## src/hdl/bmd_pkg.sv

```systemverilog
// Package for the battery monitor and control-bit defaults block
package bmd_pkg;
   // Register word addresses (20-bit register space)
   localparam logic [19:0] ADDR_FLAGS = 20'h7FFF0;
   localparam logic [19:0] ADDR_ALARM_CTL = 20'h7FFF6;
   localparam logic [19:0] ADDR_WDOG = 20'h7FFF7;
   localparam logic [19:0] ADDR_CONTROL = 20'h7FFF8;
   localparam logic [19:0] ADDR_FTEST = 20'h7FFFC;
   localparam logic [19:0] ADDR_IRQ_STAT = 20'h7FFE0;
   localparam logic [19:0] ADDR_IRQ_MASK = 20'h7FFE1;
   // Field positions
   localparam int FLAGS_BATT_LOW_BIT = 4;
   localparam int ALM_FLAG_EN_BIT = 7;
   localparam int ALM_SQUARE_EN_BIT = 6;
   localparam int ALM_BACKUP_EN_BIT = 5;
   localparam int CTL_W_BIT = 7;
   localparam int CTL_R_BIT = 6;
   localparam int FREQ_TEST_BIT = 6;
   localparam int IRQ_CHECK_BIT = 0;
   localparam int IRQ_LOW_BIT = 1;
   // Reset values
   localparam logic [7:0] RST_BYTE = 8'h00;
   localparam logic [1:0] RST_IRQ = 2'h0;
   // Timing
   localparam int CLK_HZ = 25000000;
   localparam int CHECK_HOURS = 24;
   localparam int SEC_PER_HOUR = 3600;
   localparam int CHECK_SECONDS = CHECK_HOURS * SEC_PER_HOUR;
   localparam int SEC_CYCLES = CLK_HZ;
   localparam int SEC_CNT_W = 25;
   localparam int DAY_CNT_W = 17;
endpackage : bmd_pkg

```

## src/hdl/bmd_tick.sv

```systemverilog
// One-second enable pulse and daily check pulse from the timebase
`timescale 1ns/1ns
`default_nettype none
module bmd_tick #(
   parameter int SEC_CYCLES = bmd_pkg::SEC_CYCLES,
   parameter int CHECK_SECONDS = bmd_pkg::CHECK_SECONDS
) (
   // Clock and reset
   input wire logic clock,
   input wire logic resetn,
   // Control
   input wire logic run,
   // Pulses
   output logic sec_tick,
   output logic day_tick
);
   import bmd_pkg::*;
   logic [SEC_CNT_W-1:0] sec_r;
   logic [DAY_CNT_W-1:0] day_r;
   wire sec_end = (sec_r == SEC_CNT_W'(SEC_CYCLES - 1));
   wire day_end = (day_r == DAY_CNT_W'(CHECK_SECONDS - 1));
   assign sec_tick = run && sec_end;
   assign day_tick = sec_tick && day_end;
   always_ff @(posedge clock or negedge resetn) begin
      if (!resetn) begin
         sec_r <= '0;
         day_r <= '0;
      end else if (!run) begin
         sec_r <= '0;
         day_r <= '0;
      end else begin
         sec_r <= sec_end ? '0 : sec_r + 1'b1;
         if (sec_tick) begin
            day_r <= day_end ? '0 : day_r + 1'b1;
         end
      end
   end
endmodule : bmd_tick
`default_nettype wire

```

## src/hdl/bmd_irq.sv

```systemverilog
// Sticky event status with mask and level interrupt
`timescale 1ns/1ns
`default_nettype none
module bmd_irq (
   // Clock and reset
   input wire logic clock,
   input wire logic resetn,
   // Events and software access
   input wire logic [1:0] events,
   input wire logic clr_we,
   input wire logic [1:0] clr_bits,
   input wire logic mask_we,
   input wire logic [1:0] mask_wdata,
   // State
   output logic [1:0] status,
   output logic [1:0] mask,
   output logic irq
);
   import bmd_pkg::*;
   logic [1:0] status_r;
   logic [1:0] mask_r;
   wire [1:0] clr = clr_we ? clr_bits : 2'h0;
   wire [1:0] status_nxt = (status_r & ~clr) | events;
   assign status = status_r;
   assign mask = mask_r;
   assign irq = |(status_r & mask_r);
   always_ff @(posedge clock or negedge resetn) begin
      if (!resetn) begin
         status_r <= RST_IRQ;
         mask_r <= RST_IRQ;
      end else begin
         status_r <= status_nxt;
         if (mask_we) begin
            mask_r <= mask_wdata;
         end
      end
   end
endmodule : bmd_irq
`default_nettype wire

```

## src/hdl/bmd_top.sv

```systemverilog
// Battery check sequencing and control-bit defaults on power events
//
// Implementation choice: the strobed register port.
`timescale 1ns/1ns
`default_nettype none
module bmd_top #(
   parameter int SEC_CYCLES = bmd_pkg::SEC_CYCLES,
   parameter int CHECK_SECONDS = bmd_pkg::CHECK_SECONDS
) (
   // Clock and reset
   input wire logic clock,
   input wire logic resetn,
   // Power events
   input wire logic main_power_ok,
   input wire logic first_power_up,
   input wire logic reset_event,
   input wire logic battery_below_threshold,
   // Register port
   input wire logic [19:0] reg_addr,
   input wire logic [7:0] reg_wdata,
   input wire logic reg_write,
   input wire logic reg_read,
   output logic [7:0] reg_rdata,
   // Status outputs
   output logic battery_low_flag,
   output logic check_active,
   output logic irq
);
   import bmd_pkg::*;

   typedef enum logic [1:0] {
      ST_BACKUP = 2'b00,
      ST_POWERUP = 2'b01,
      ST_RUN = 2'b11
   } bmd_state_e;

   bmd_state_e state_r;
   bmd_state_e state_nxt;
   logic pwr_d_r;
   logic batt_low_r;
   logic [7:0] flags_low_r;
   logic alarm_flag_en_r;
   logic square_wave_en_r;
   logic alarm_backup_en_r;
   logic [7:0] wdog_r;
   logic ctl_write_r;
   logic ctl_read_r;
   logic [5:0] ctl_cal_r;
   logic freq_test_r;
   logic [7:0] rdata_r;
   logic sec_tick;
   logic day_tick;
   logic [1:0] irq_status;
   logic [1:0] irq_mask;

   // Register address match
   function automatic logic addr_is(input logic [19:0] addr, input logic [19:0] target);
      addr_is = (addr == target);
   endfunction : addr_is

   // Read view of one register, zero when not addressed
   function automatic logic [7:0] gate_view(input logic hit, input logic [7:0] view);
      gate_view = hit ? view : 8'h00;
   endfunction : gate_view

   wire pwr_up = main_power_ok && !pwr_d_r;
   wire pwr_down = !main_power_ok && pwr_d_r;
   wire running = (state_r == ST_RUN);
   wire powerup_check = (state_r == ST_POWERUP);
   wire daily_check = running && day_tick;
   wire do_check = main_power_ok && (powerup_check || daily_check);
   wire check_fail = do_check && battery_below_threshold;
   wire batt_low_nxt = do_check ? battery_below_threshold : batt_low_r;
   wire clear_defaults = first_power_up || reset_event;
   wire clear_on_down = clear_defaults || pwr_down;

   wire hit_flags = addr_is(reg_addr, ADDR_FLAGS);
   wire hit_alarm = addr_is(reg_addr, ADDR_ALARM_CTL);
   wire hit_wdog = addr_is(reg_addr, ADDR_WDOG);
   wire hit_ctl = addr_is(reg_addr, ADDR_CONTROL);
   wire hit_ftest = addr_is(reg_addr, ADDR_FTEST);
   wire hit_istat = addr_is(reg_addr, ADDR_IRQ_STAT);
   wire hit_imask = addr_is(reg_addr, ADDR_IRQ_MASK);
   wire wr_ok = reg_write && main_power_ok;
   wire wr_flags = wr_ok && hit_flags;
   wire wr_alarm = wr_ok && hit_alarm;
   wire wr_wdog = wr_ok && hit_wdog;
   wire wr_ctl = wr_ok && hit_ctl;
   wire wr_ftest = wr_ok && hit_ftest;
   wire wr_istat = wr_ok && hit_istat;
   wire wr_imask = wr_ok && hit_imask;

   wire [7:0] flags_view = {flags_low_r[7:5], batt_low_r, flags_low_r[3:0]};
   wire [7:0] alarm_view = {alarm_flag_en_r, square_wave_en_r, alarm_backup_en_r, 5'h00};
   wire [7:0] ctl_view = {ctl_write_r, ctl_read_r, ctl_cal_r};
   wire [7:0] ftest_view = {1'b0, freq_test_r, 6'h00};
   wire [7:0] istat_view = {6'h00, irq_status};
   wire [7:0] imask_view = {6'h00, irq_mask};
   wire [7:0] rd_mux = gate_view(hit_flags, flags_view) |
                       gate_view(hit_alarm, alarm_view) |
                       gate_view(hit_wdog, wdog_r) |
                       gate_view(hit_ctl, ctl_view) |
                       gate_view(hit_ftest, ftest_view) |
                       gate_view(hit_istat, istat_view) |
                       gate_view(hit_imask, imask_view);

   assign reg_rdata = rdata_r;
   assign battery_low_flag = batt_low_r;
   assign check_active = do_check;

   bmd_tick #(
      .SEC_CYCLES(SEC_CYCLES),
      .CHECK_SECONDS(CHECK_SECONDS)
   ) u_tick (
      .clock(clock),
      .resetn(resetn),
      .run(running),
      .sec_tick(sec_tick),
      .day_tick(day_tick)
   );

   bmd_irq u_irq (
      .clock(clock),
      .resetn(resetn),
      .events({check_fail, do_check}),
      .clr_we(wr_istat),
      .clr_bits(reg_wdata[1:0]),
      .mask_we(wr_imask),
      .mask_wdata(reg_wdata[1:0]),
      .status(irq_status),
      .mask(irq_mask),
      .irq(irq)
   );

   // Power sequencing
   always_comb begin
      state_nxt = state_r;
      unique case (state_r)
         ST_BACKUP: begin
            if (pwr_up) begin
               state_nxt = ST_POWERUP;
            end
         end
         ST_POWERUP: begin
            state_nxt = main_power_ok ? ST_RUN : ST_BACKUP;
         end
         ST_RUN: begin
            if (!main_power_ok) begin
               state_nxt = ST_BACKUP;
            end
         end
         default: begin
            state_nxt = ST_BACKUP;
         end
      endcase
   end

   // Power state and supply history for edge detection
   always_ff @(posedge clock or negedge resetn) begin
      if (!resetn) begin
         state_r <= ST_BACKUP;
         pwr_d_r <= 1'b0;
      end else begin
         state_r <= state_nxt;
         pwr_d_r <= main_power_ok;
      end
   end

   // Battery-low flag, rewritten only by a check
   always_ff @(posedge clock or negedge resetn) begin
      if (!resetn) begin
         batt_low_r <= 1'b0;
      end else begin
         batt_low_r <= batt_low_nxt;
      end
   end

   // Read data for one cycle after the strobe
   always_ff @(posedge clock or negedge resetn) begin
      if (!resetn) begin
         rdata_r <= RST_BYTE;
      end else begin
         rdata_r <= reg_read ? rd_mux : RST_BYTE;
      end
   end

   // Flags register, other bits software-held
   always_ff @(posedge clock or negedge resetn) begin
      if (!resetn) begin
         flags_low_r <= RST_BYTE;
      end else if (wr_flags) begin
         flags_low_r <= reg_wdata;
      end
   end

   // Alarm flag enable
   always_ff @(posedge clock or negedge resetn) begin
      if (!resetn) begin
         alarm_flag_en_r <= 1'b0;
      end else if (clear_defaults) begin
         alarm_flag_en_r <= 1'b0;
      end else if (wr_alarm) begin
         alarm_flag_en_r <= reg_wdata[ALM_FLAG_EN_BIT];
      end
   end

   // Square wave enable
   always_ff @(posedge clock or negedge resetn) begin
      if (!resetn) begin
         square_wave_en_r <= 1'b0;
      end else if (clear_defaults) begin
         square_wave_en_r <= 1'b0;
      end else if (wr_alarm) begin
         square_wave_en_r <= reg_wdata[ALM_SQUARE_EN_BIT];
      end
   end

   // Alarm in backup enable
   always_ff @(posedge clock or negedge resetn) begin
      if (!resetn) begin
         alarm_backup_en_r <= 1'b0;
      end else if (clear_defaults) begin
         alarm_backup_en_r <= 1'b0;
      end else if (wr_alarm) begin
         alarm_backup_en_r <= reg_wdata[ALM_BACKUP_EN_BIT];
      end
   end

   // Watchdog register
   always_ff @(posedge clock or negedge resetn) begin
      if (!resetn) begin
         wdog_r <= RST_BYTE;
      end else if (clear_on_down) begin
         wdog_r <= RST_BYTE;
      end else if (wr_wdog) begin
         wdog_r <= reg_wdata;
      end
   end

   // Control write bit
   always_ff @(posedge clock or negedge resetn) begin
      if (!resetn) begin
         ctl_write_r <= 1'b0;
      end else if (clear_on_down) begin
         ctl_write_r <= 1'b0;
      end else if (wr_ctl) begin
         ctl_write_r <= reg_wdata[CTL_W_BIT];
      end
   end

   // Control read bit
   always_ff @(posedge clock or negedge resetn) begin
      if (!resetn) begin
         ctl_read_r <= 1'b0;
      end else if (clear_on_down) begin
         ctl_read_r <= 1'b0;
      end else if (wr_ctl) begin
         ctl_read_r <= reg_wdata[CTL_R_BIT];
      end
   end

   // Calibration bits, kept across power events
   always_ff @(posedge clock or negedge resetn) begin
      if (!resetn) begin
         ctl_cal_r <= 6'h00;
      end else if (wr_ctl) begin
         ctl_cal_r <= reg_wdata[5:0];
      end
   end

   // Frequency test bit
   always_ff @(posedge clock or negedge resetn) begin
      if (!resetn) begin
         freq_test_r <= 1'b0;
      end else if (clear_on_down) begin
         freq_test_r <= 1'b0;
      end else if (wr_ftest) begin
         freq_test_r <= reg_wdata[FREQ_TEST_BIT];
      end
   end
endmodule : bmd_top
`default_nettype wire

```

## config.mk

```make
export PLATFORM = sky130hd
export DESIGN_NAME = bmd_top
export DESIGN_NICKNAME = d
export VERILOG_FILES = /design/src/hdl/bmd_pkg.sv /design/src/hdl/bmd_tick.sv /design/src/hdl/bmd_irq.sv /design/src/hdl/bmd_top.sv
export SDC_FILE = /design/constraint.sdc
export NUM_CORES = 1
export LEC_CHECK = 0
export BUFFER_PORTS_ARGS = -buffer_cell sky130_fd_sc_hd__buf_2
export CAP_MARGIN = 15
export CORE_UTILIZATION = 30
export CTS_CLUSTER_SIZE = 30
export DETAILED_ROUTE_END_ITERATION = 8
export PLACE_DENSITY = 0.55
export SKIP_CTS_REPAIR_TIMING = 1
export SLEW_MARGIN = 0
export SYNTH_ARGS = -nofsm -noshare
export SYNTH_HDL_FRONTEND = slang
export SYNTH_SLANG_ARGS = --single-unit
```

## constraint.sdc

```tcl
create_clock -name clock -period 7.2 [get_ports clock]
set_input_delay 0.72 -clock clock [delete_from_list [all_inputs] [get_ports clock]]
set_output_delay 0.72 -clock clock [all_outputs]
set_load 0.02 [all_outputs]
```

==> flow_summary.json, run 1 <==
{
  "grt_pass1_wl_mm": 15.6,
  "startpoint": "u_tick.day_r[10]",
  "grt_max_degree": 86,
  "cp.arrival_ns": 2.67,
  "critPathCaptureType": "output port",
  "status": "complete, no violations",
  "min_path_type": "in2async",
  "post-synth-top-area-cell": "dfrtp_1",
  "cts_buffers": 9,
  "rsz0062_at_grt": "false",
  "ant_nets": 0,
  "syn_avg_cell_area_um2": 10.3,
  "coreArea_um2": 13800,
  "io_buffers": 46,
  "crit_fanout": 5,
  "finClkSkew_ns": 0.00545,
  "reg2reg_from": "u_tick.day_r[10]",
  "reg2reg_depth": 5,
  "path_class": "reg2out",
  "synth_top_family_by_area": "simple AND/OR/NAND/NOR gates",
  "die_w_um": 121,
  "dp_hpwl_mm": 6.59,
  "synthAdderAreaFrac": 0.00592,
  "worst_pin_slew_ns": 0.877,
  "swShare": 0.216,
  "final-hold-violation-count": 0,
  "yosys-mux-area-fraction": 0.0950,
  "layout-drive-gt1-share": 0.212,
  "start_util": 0.306,
  "timing.final.crit_share": 0.471,
  "intPower_mw": 0.764,
  "synth_compound_area_frac": 0.0950,
  "p_leak_nw": 2.13,
  "antenna_found_initial": 0,
  "period_minus_slack_ns": 3.39,
  "htree_levels": 3,
  "ys_seq_area_frac": 0.503,
  "critPathLaunchType": "register",
  "synth_area_leaders": "dfrtp_1 (50%), mux2_2 (5.6%), nor2_1 (4.7%), mux2i_1 (3.6%), nand3_1 (2.7%)",
  "place_area_um2": 4670,
  "r2r_slack_ns": 4.64,
  "final.setup.tns_ns": 0,
  "synth_xor_area_frac": 0.0456,
  "yosysTopAreaCellShare": 0.503,
  "grt_usage": 0.137,
  "die-area_um2": 14600,
  "vias_per_cell": 5.16,
  "final_common_cell": "dfrtp_1",
  "vias": 3319,
  "post-route-util": 0.360,
  "mostFrequentLayoutCells": "dfrtp_1 (85), nor2_1 (53), buf_2 (45), nand2_1 (26), nand3_1 (23)",
  "setup_viol": 0,
  "layout.nets": 498,
  "r2r_end": "battery_low_flag",
  "grt_pass1_vias": 3192,
  "rows": 43,
  "diodes": 0,
  "root_buffer": "clkbuf_16",
  "irDropWorstVdd_mv": 0.0994,
  "max_clock_freq_ghz": 0.295,
  "ios": 47,
  "gp_congestion": 0.865,
  "cap_viol_max_count": 0,
  "synthSimpleGateAreaFrac": 0.240,
  "path_clk_slew_ns": 0.06,
  "hold_slack_ns": 0.274,
  "synthCells": 410,
  "layout.cells.non_filler": 643,
  "switching_power_mw": 0.210,
  "ys_ff_latch": 85,
  "dp_cells": 628,
  "overflow": 0,
  "numClockSinks": 85,
  "syn_to_final_growth_pct": 17.7,
  "cp.required_ns": 6.48,
  "p_comb_frac": 0.050,
  "p_clk_frac": 0.454,
  "tritoncts": "done",
  "synth_warnings": 0,
  "drtIter0Drc": 217,
  "design_area_um2": 4980,
  "route.detailed.drc": 0,
  "yosys.cell_types.count": 48,
  "maxSlewViolCount": 0,
  "relSlewSlack": 0.411,
  "dr.pass1.iters": 5,
  "p_seq_frac": 0.496,
  "clk_latency_ns": 0.34,
  "synth_area_um2": 4230,
  "synth_nets": 448,
  "clk_path_buf_depth": 2,
  "wl_per_cell_um": 14.5,
  "totalWireLength_mm": 9.34,
  "die_h_um": 121,
  "p_per_area_nw_per_um2": 196
}
synthesized netlist by cell type, drive strengths merged:
cell type / number
nand3: 23
and3: 3
o211ai: 7
or2: 5
a22o: 5
and4: 5
o2bb2ai: 1
o21a: 1
or4: 7
o21ai: 12
nor2b: 5
nand2b: 2
ha: 2
a21o: 3
a21oi: 4
mux2: 22
buf: 1
o31ai: 6
nand4b: 2
and4b: 1
mux2i: 15
nand3b: 2
and2: 2
a222oi: 5
xor2: 11
or3b: 1
inv: 6
a21boi: 4
nor3: 19
xnor2: 11
nor4b: 2
nor2: 53
clkbuf: 10
a22oi: 5
or3: 6
a32o: 1
nor4: 10
dfrtp: 85
nand4: 18
or4b: 1
nand2: 26
area by class of cell:
class,instances,area (um^2)
inverters,6,22.5
fillers,1372,8850
flip-flops and latches,85,2130
clock inverters,4,51.3
multi-input cells,308,2040
repair buffers,50,283
clock buffers,10,229
well taps,180,225
how the worst max path moves through the flow:
| stage | end | slack [ns] | cells past startpoint |
|---|---|---|---|
| detailed placement | check_active | 4.16 | 5 |
| CTS | check_active | 3.79 | 5 |
| floorplan | check_active | 4.38 | 4 |
| global route | check_active | 3.71 | 5 |
| finish | check_active | 3.81 | 5 |
| global placement | check_active | 4.17 | 5 |
registers in the layout (all words and copies together) (netlist names), 2 cells and up:
signal        count
reg_rdata         8
wdog_r            8
u_irq.status      2
u_tick.day_r     17
u_tick.sec_r     25
flags_low_r       7
u_irq.mask        2
ctl_cal_r         6
state_r           2
critical path, cell delays in order (launching register included):
cell      delay, ns
dfrtp_1        0.41
or4b_1         0.55
or4_4          0.44
or4_4          0.51
a21boi_4       0.22
buf_2          0.20
power by group through the flow:
| stage | Clock [mW] | Sequential (mW) | Combinational (mW) |
|---|---|---|---|
| floorplan | 0 | 0.493 | 0.0154 |
| global placement | 0 | 0.492 | 0.0470 |
| detailed placement | 0 | 0.492 | 0.0475 |
| CTS | 0.457 | 0.483 | 0.0475 |
| global route | 0.476 | 0.483 | 0.0544 |
| finish | 0.442 | 0.483 | 0.0482 |
metal layers:
layer  routed length [um]  GRT usage  part of all wire  up-vias
li1                     -          -                 -     1614
met1                 4470      0.187              0.48     1624
met2                 4340      0.212              0.46       70
met3                  397     0.0288             0.043       11
met4                  133     0.0556             0.014        0
met5                    0          0                 0        -
logic make-up after synthesis:
logic type / after synthesis
fa+ha+maj: 2
simple gates: 193
flops: 85
compound gates: 54
mux: 37
buf+inv: 17
xor+xnor: 22
stage by stage:
stage               setup slack, ns  total power, mW
floorplan                      4.38            0.509
global placement               4.17            0.539
detailed placement             4.16            0.540
CTS                            3.79            0.988
global route                   3.71             1.01
finish                         3.81            0.974
No activity file was read; power rests on OpenSTA's default activity.
==> inputs of run 2 (changes only) <==
--- a/config.mk
+++ b/config.mk
@@ -5,12 +5,13 @@
 export SDC_FILE = /design/constraint.sdc
 export NUM_CORES = 1
 export LEC_CHECK = 0
+export ABC_AREA = 1
 export BUFFER_PORTS_ARGS = -buffer_cell sky130_fd_sc_hd__buf_2
 export CAP_MARGIN = 15
 export CORE_UTILIZATION = 30
 export CTS_CLUSTER_SIZE = 30
 export DETAILED_ROUTE_END_ITERATION = 8
-export PLACE_DENSITY = 0.55
+export PLACE_DENSITY = 0.57
 export SKIP_CTS_REPAIR_TIMING = 1
 export SLEW_MARGIN = 0
 export SYNTH_ARGS = -nofsm -noshare
==> constraint.sdc (replaced) <==
create_clock -name clock -period 2.74 [get_ports clock]
set_input_delay 0.274 -clock clock [delete_from_list [all_inputs] [get_ports clock]]
set_output_delay 0.274 -clock clock [all_outputs]
set_load 0.02 [all_outputs]
==> run 2 against run 1 <==
Synthesized cell count rose by 49%. Clock power increased to 3.2 times the previous value. Final cell count is 33% higher. Core utilization is 0.68 points higher. Clock skew is 0.00051 ns lower. Critical path depth up 7. Power grew to 2.9 times the previous value. Cell area increased by 8.7%. Hold slack worse by 0.19 ns. Critical endpoint unchanged. Highest routed layer unchanged.
==> flow_summary.json, run 2 <==
{
  "status": "complete, no violations",
  "path_clk_slew_ns": 0.06,
  "rows": 44,
  "yosysTopAreaCellShare": 0.463,
  "cap_viol_max_count": 0,
  "reg2reg_depth": 8,
  "start_util": 0.311,
  "cts_buffers": 9,
  "ys_ff_latch": 85,
  "irDropWorstVdd_mv": 0.284,
  "p_seq_frac": 0.452,
  "synthCells": 609,
  "min_path_cells": 1,
  "synth_nets": 647,
  "dp_hpwl_mm": 8.35,
  "yosys.cell_types.count": 31,
  "clk_path_buf_depth": 2,
  "path_common_cell": "nand2_1",
  "finClkSkew_ns": 0.00494,
  "vias_per_cell": 4.69,
  "route.detailed.drc": 0,
  "ys_seq_area_frac": 0.463,
  "maxSlewViolCount": 0,
  "critPathLaunchType": "register",
  "crit_fanout": 6,
  "timing.final.crit_share": 0.877,
  "max_clock_freq_ghz": 0.416,
  "gp_congestion": 0.827,
  "period_minus_slack_ns": 2.40,
  "synth_area_leaders": "dfrtp_1 (46%), nand2_1 (13%), inv_1 (6.5%), nand3_1 (6.3%), nor2_1 (6.2%)",
  "async_reset_ff_frac": 1.00,
  "overflow": 0,
  "post-synth-top-area-cell": "dfrtp_1",
  "ios": 47,
  "grt_pass1_vias": 3920,
  "synth-edff-count": 0,
  "syn_to_final_growth_pct": 17.8,
  "wl_per_cell_um": 13.0,
  "intPower_mw": 2.20,
  "multi_input_area_um2": 2110,
  "p_leak_nw": 2.64,
  "drtIter0Drc": 247,
  "final.fill_count": 1553,
  "tritoncts": "done",
  "cp.arrival_ns": 2.13,
  "ant_nets": 0,
  "io_buffers": 46,
  "p_comb_frac": 0.049,
  "cp.required_ns": 2.47,
  "synth_most_common_cell": "nand2_1",
  "p_clk_frac": 0.499,
  "layout.nets": 704,
  "numClockSinks": 85,
  "swShare": 0.217,
  "regArea_um2": 2130,
  "grt_pass1_wl_mm": 19.4,
  "root_buffer": "clkbuf_16",
  "cp_slowest_cell": "dfrtp_1",
  "die_w_um": 126,
  "vias": 4013,
  "die-area_um2": 15800,
  "totalWireLength_mm": 11.1,
  "top_register": "u_tick.sec_r",
  "slowest_delay_ns": 0.37,
  "reg_top3": "u_tick.sec_r (25), u_tick.day_r (17)",
  "final.setup.tns_ns": 0,
  "grt_usage": 0.155,
  "synth_warnings": 0,
  "htree_levels": 3,
  "p_per_area_nw_per_um2": 520,
  "largest_reg_flops": 25,
  "final_common_cell": "nand2_1",
  "synthTopCellsByCount": "nand2_1 (155), dfrtp_1 (85), inv_1 (80)",
  "grt_max_degree": 41,
  "coreArea_um2": 14800,
  "antenna_found_initial": 0,
  "min_path_type": "in2reg",
  "critPathCaptureType": "output port",
  "p_total_mw": 2.81,
  "final-hold-violation-count": 0,
  "switching_power_mw": 0.611,
  "dr.pass1.iters": 5,
  "relSlewSlack": 0.507,
  "synthFlopType": "dfrtp_1",
  "clk_latency_ns": 0.34,
  "mostFrequentLayoutCells": "nand2_1 (155), dfrtp_1 (85), inv_1 (80), nor2_1 (76), nand3_1 (58)",
  "diodes": 0,
  "post-place-ws_ns": 0.737,
  "setup_viol": 0,
  "rsz0062_at_grt": "false",
  "die_h_um": 126,
  "syn_avg_cell_area_um2": 7.55,
  "path_class": "reg2out",
  "layout-drive-gt1-share": 0.148,
  "worst_slack_ns": 0.338,
  "synth_area_um2": 4600,
  "worst_pin_slew_ns": 0.737,
  "path_cells": "ha_1, nand2_1, inv_1, nand2_1, nor2_4, nand2_1, nor2_1, nand2_1, nand2_1, nand2_1, inv_1, buf_2"
}
[run 2: changes by cell type after synthesis, moves of 21 or more]
cell,previous run,this run
nand2_1,26,155
inv_1,6,80
nand3_1,23,58
o21ai_0,11,44
nor2_1,53,76
mux2_2,21,0
[run 2: power by group through the flow]
| stage | Clock (mW) | Sequential (mW) | Combinational, mW |
|---|---|---|---|
| after global routing | 1.48 | 1.27 | 0.156 |
| after detailed placement | 0 | 1.30 | 0.139 |
| after CTS | 1.43 | 1.27 | 0.139 |
| after global placement | 0 | 1.30 | 0.139 |
| after floorplan | 0 | 1.30 | 0.0484 |
| final | 1.40 | 1.27 | 0.138 |
[run 2: per-layer routing]
layer | wire, um | vias up | global-route usage
met5 | 0 | - | 0
met4 | 145 | 0 | 0.0446
met3 | 482 | 12 | 0.0433
met2 | 5120 | 81 | 0.244
met1 | 5380 | 1832 | 0.207
li1 | - | 2088 | -
[run 2: final cells by class]
class / count / area share
Clock buffer: 13 / 0.0518
Timing Repair Buffer: 53 / 0.0532
Clock inverter: 3 / 0.0120
Multi-Input combinational cell: 435 / 0.391
Tap cell: 184 / 0.0425
Inverter: 82 / 0.0569
Sequential cell: 85 / 0.393
[run 2: logic make-up (layout without fill, tap and decap cells)]
logic type | Yosys count | count (layout) | synth area share
flops | 85 | 85 | 0.463
simple gates | 353 | 353 | 0.350
compound gates | 71 | 71 | 0.0871
xor+xnor | 9 | 9 | 0.0172
buf+inv | 89 | 151 | 0.0773
fa+ha+maj | 2 | 2 | 0.00544
[run 2: path summary, 6_finish.rpt]
path,from,end,slack (ns)
max,u_tick.day_r[0],check_active,0.34
min,main_power_ok,pwr_d_r,0.08
max reg2reg,u_tick.sec_r[0],u_tick.sec_r[14],0.82
min reg2reg,u_tick.sec_r[0],u_tick.sec_r[0],0.46
max in group asynchronous,resetn,alarm_flag_en_r,1.59
min in group asynchronous,resetn,u_tick.sec_r[22],0.44
[run 2: metrics by stage]
stage          utilization  hold slack (ns)  area (um^2)  std cells
6_report             0.367           0.0849         5410        855
2_1_floorplan            -          -0.0216         4600        609
5_1_grt              0.367           0.0710         5410        855
4_1_cts              0.366          -0.0927         5400        854
3_5_place_dp         0.343            0.284         5060        838
3_3_place_gp         0.343            0.285         5060        838
[run 2: critical path, delay by kind of cell, from the launching register on]
family,cells,cell delay [ns]
fa+ha+maj,1,0.19
buf+inv,3,0.35
flops,1,0.37
simple gates,8,0.87
==> inputs of run 3 (changes only) <==
==> constraint.sdc (replaced) <==
create_clock -name clock -period 2.74 [get_ports clock]
set_input_delay 0.274 -clock clock [delete_from_list [all_inputs] [get_ports clock]]
set_output_delay 0.274 -clock clock [all_outputs]
set_load 0.05 [all_outputs]
==> run 3 against run 2 <==
Flip-flop and latch count unchanged. Global-route usage decreased by 0.47 points. Final cell count down 0.70%. Sequential power about the same. Hold slack better by 0.013 ns. Critical path type unchanged.
==> flow_summary.json, run 3 (synthesized netlist as in run 2, its figures left out) <==
{
  "crit_fanout": 6,
  "start_util": 0.311,
  "ant_nets": 0,
  "p_leak_nw": 2.61,
  "root_buffer": "clkbuf_16",
  "rsz0062_at_grt": "false",
  "grt_max_degree": 52,
  "vias": 4045,
  "period_minus_slack_ns": 2.46,
  "max_clock_freq_ghz": 0.406,
  "critPathLaunchType": "register",
  "setup_viol": 0,
  "vias_per_cell": 4.76,
  "ios": 47,
  "largest_reg_flops": 25,
  "overflow": 0,
  "drtIter0Drc": 226,
  "dp_hpwl_mm": 8.21,
  "top_register": "u_tick.sec_r",
  "min_path_cells": 1,
  "mostFrequentLayoutCells": "nand2_1 (155), dfrtp_1 (85), inv_1 (80), nor2_1 (76), nand3_1 (58)",
  "reg2reg_depth": 8,
  "min_path_type": "in2reg",
  "p_per_area_nw_per_um2": 505,
  "coreArea_um2": 14800,
  "timing.final.crit_share": 0.899,
  "htree_levels": 3,
  "hold_start": "main_power_ok",
  "clk_path_buf_depth": 2,
  "syn_to_final_growth_pct": 16.6,
  "route.detailed.drc": 0,
  "die_w_um": 126,
  "gp_congestion": 0.818,
  "grt_pass1_wl_mm": 19.0,
  "io_buffers": 46,
  "grt_usage": 0.150,
  "reg_top3": "u_tick.sec_r (25), u_tick.day_r (17)",
  "status": "complete, no violations",
  "final.setup.tns_ns": 0,
  "die_h_um": 126,
  "numClockSinks": 85,
  "maxSlewViolCount": 0,
  "final.fill_count": 1594,
  "place_area_um2": 5050,
  "layout-drive-gt1-share": 0.138,
  "final-hold-violation-count": 0,
  "final_common_cell": "nand2_1",
  "cap_viol_max_count": 0,
  "critPathCaptureType": "output port",
  "hold_slack_ns": 0.0983,
  "rows": 44,
  "dr.pass1.iters": 4,
  "antenna_found_initial": 0,
  "diodes": 0,
  "cts_buffers": 9,
  "tritoncts": "done",
  "cp.required_ns": 2.47,
  "clk_latency_ns": 0.33,
  "relSlewSlack": 0.510,
  "design_area_um2": 5360,
  "die-area_um2": 15800,
  "p_total_mw": 2.70,
  "reg2reg_from": "u_tick.sec_r[0]",
  "startpoint": "u_tick.day_r[1]",
  "path_clk_slew_ns": 0.06,
  "finClkSkew_ns": 0.00471,
  "irDropWorstVdd_mv": 0.281,
  "wl_per_cell_um": 13.1,
  "totalWireLength_mm": 11.1,
  "worst_pin_slew_ns": 0.732,
  "grt_pass1_vias": 3913,
  "layout.nets": 701,
  "path_class": "reg2out",
  "cp.arrival_ns": 2.19
}
run 3: changes by cell type in the layout (fill, tap and decap cells not counted), sizes merged:
cell,previous run,this run
clkinv,1,0
clkbuf,13,11
buf,52,49
run 3: area by class of cell:
cell class | instances | area [um^2] | area share
tap | 184 | 230 | 0.0430
multi-input combinational | 435 | 2110 | 0.394
sequential | 85 | 2130 | 0.397
timing repair buffer | 50 | 278 | 0.0518
inverter | 82 | 308 | 0.0574
clock inverter | 2 | 60.1 | 0.0112
clock buffer | 11 | 243 | 0.0453
run 3: through the flow:
stage	std cells	setup WS [ns]	util
2_1_floorplan	609	0.850	-
4_1_cts	848	0.245	0.363
6_report	849	0.277	0.363
3_5_place_dp	835	0.618	0.342
3_3_place_gp	835	0.669	0.342
5_1_grt	849	0.0403	0.363
run 3: final timing paths:
| path | slack (ns) | to |
|---|---|---|
| max reg2reg | 0.83 | u_tick.sec_r[16] |
| min in group asynchronous | 0.44 | u_tick.sec_r[19] |
| min reg2reg | 0.46 | u_tick.sec_r[0] |
| min | 0.1 | pwr_d_r |
| max | 0.28 | check_active |
| max in group asynchronous | 1.67 | wdog_r[5] |
run 3: worst max-delay path: stages, from the launching register on:
cell	delay, ns
dfrtp_1	0.37
ha_1	0.18
nand2_1	0.08
inv_1	0.07
nand2_1	0.13
nor2_4	0.17
nand2_1	0.08
nor2_1	0.17
nand2_1	0.09
nand2_1	0.08
nand2_1	0.09
inv_1	0.08
buf_2	0.26
run 3: metal layers:
metal  track usage  wire [um]  up-vias  share of wire
met1         0.200       5340     1878           0.48
met3        0.0336        440       11          0.040
met5             0          0        -              0
met4        0.0461        170        0          0.015
met2         0.243       5180       78           0.47
li1              -          -     2078              -
run 3: power breakdown:
group	switching, mW	internal, mW	leakage [nW]
registers	0.00910	1.26	1.17
clock network	0.476	0.809	0.148
logic	0.106	0.0400	1.29
total	0.591	2.11	2.61
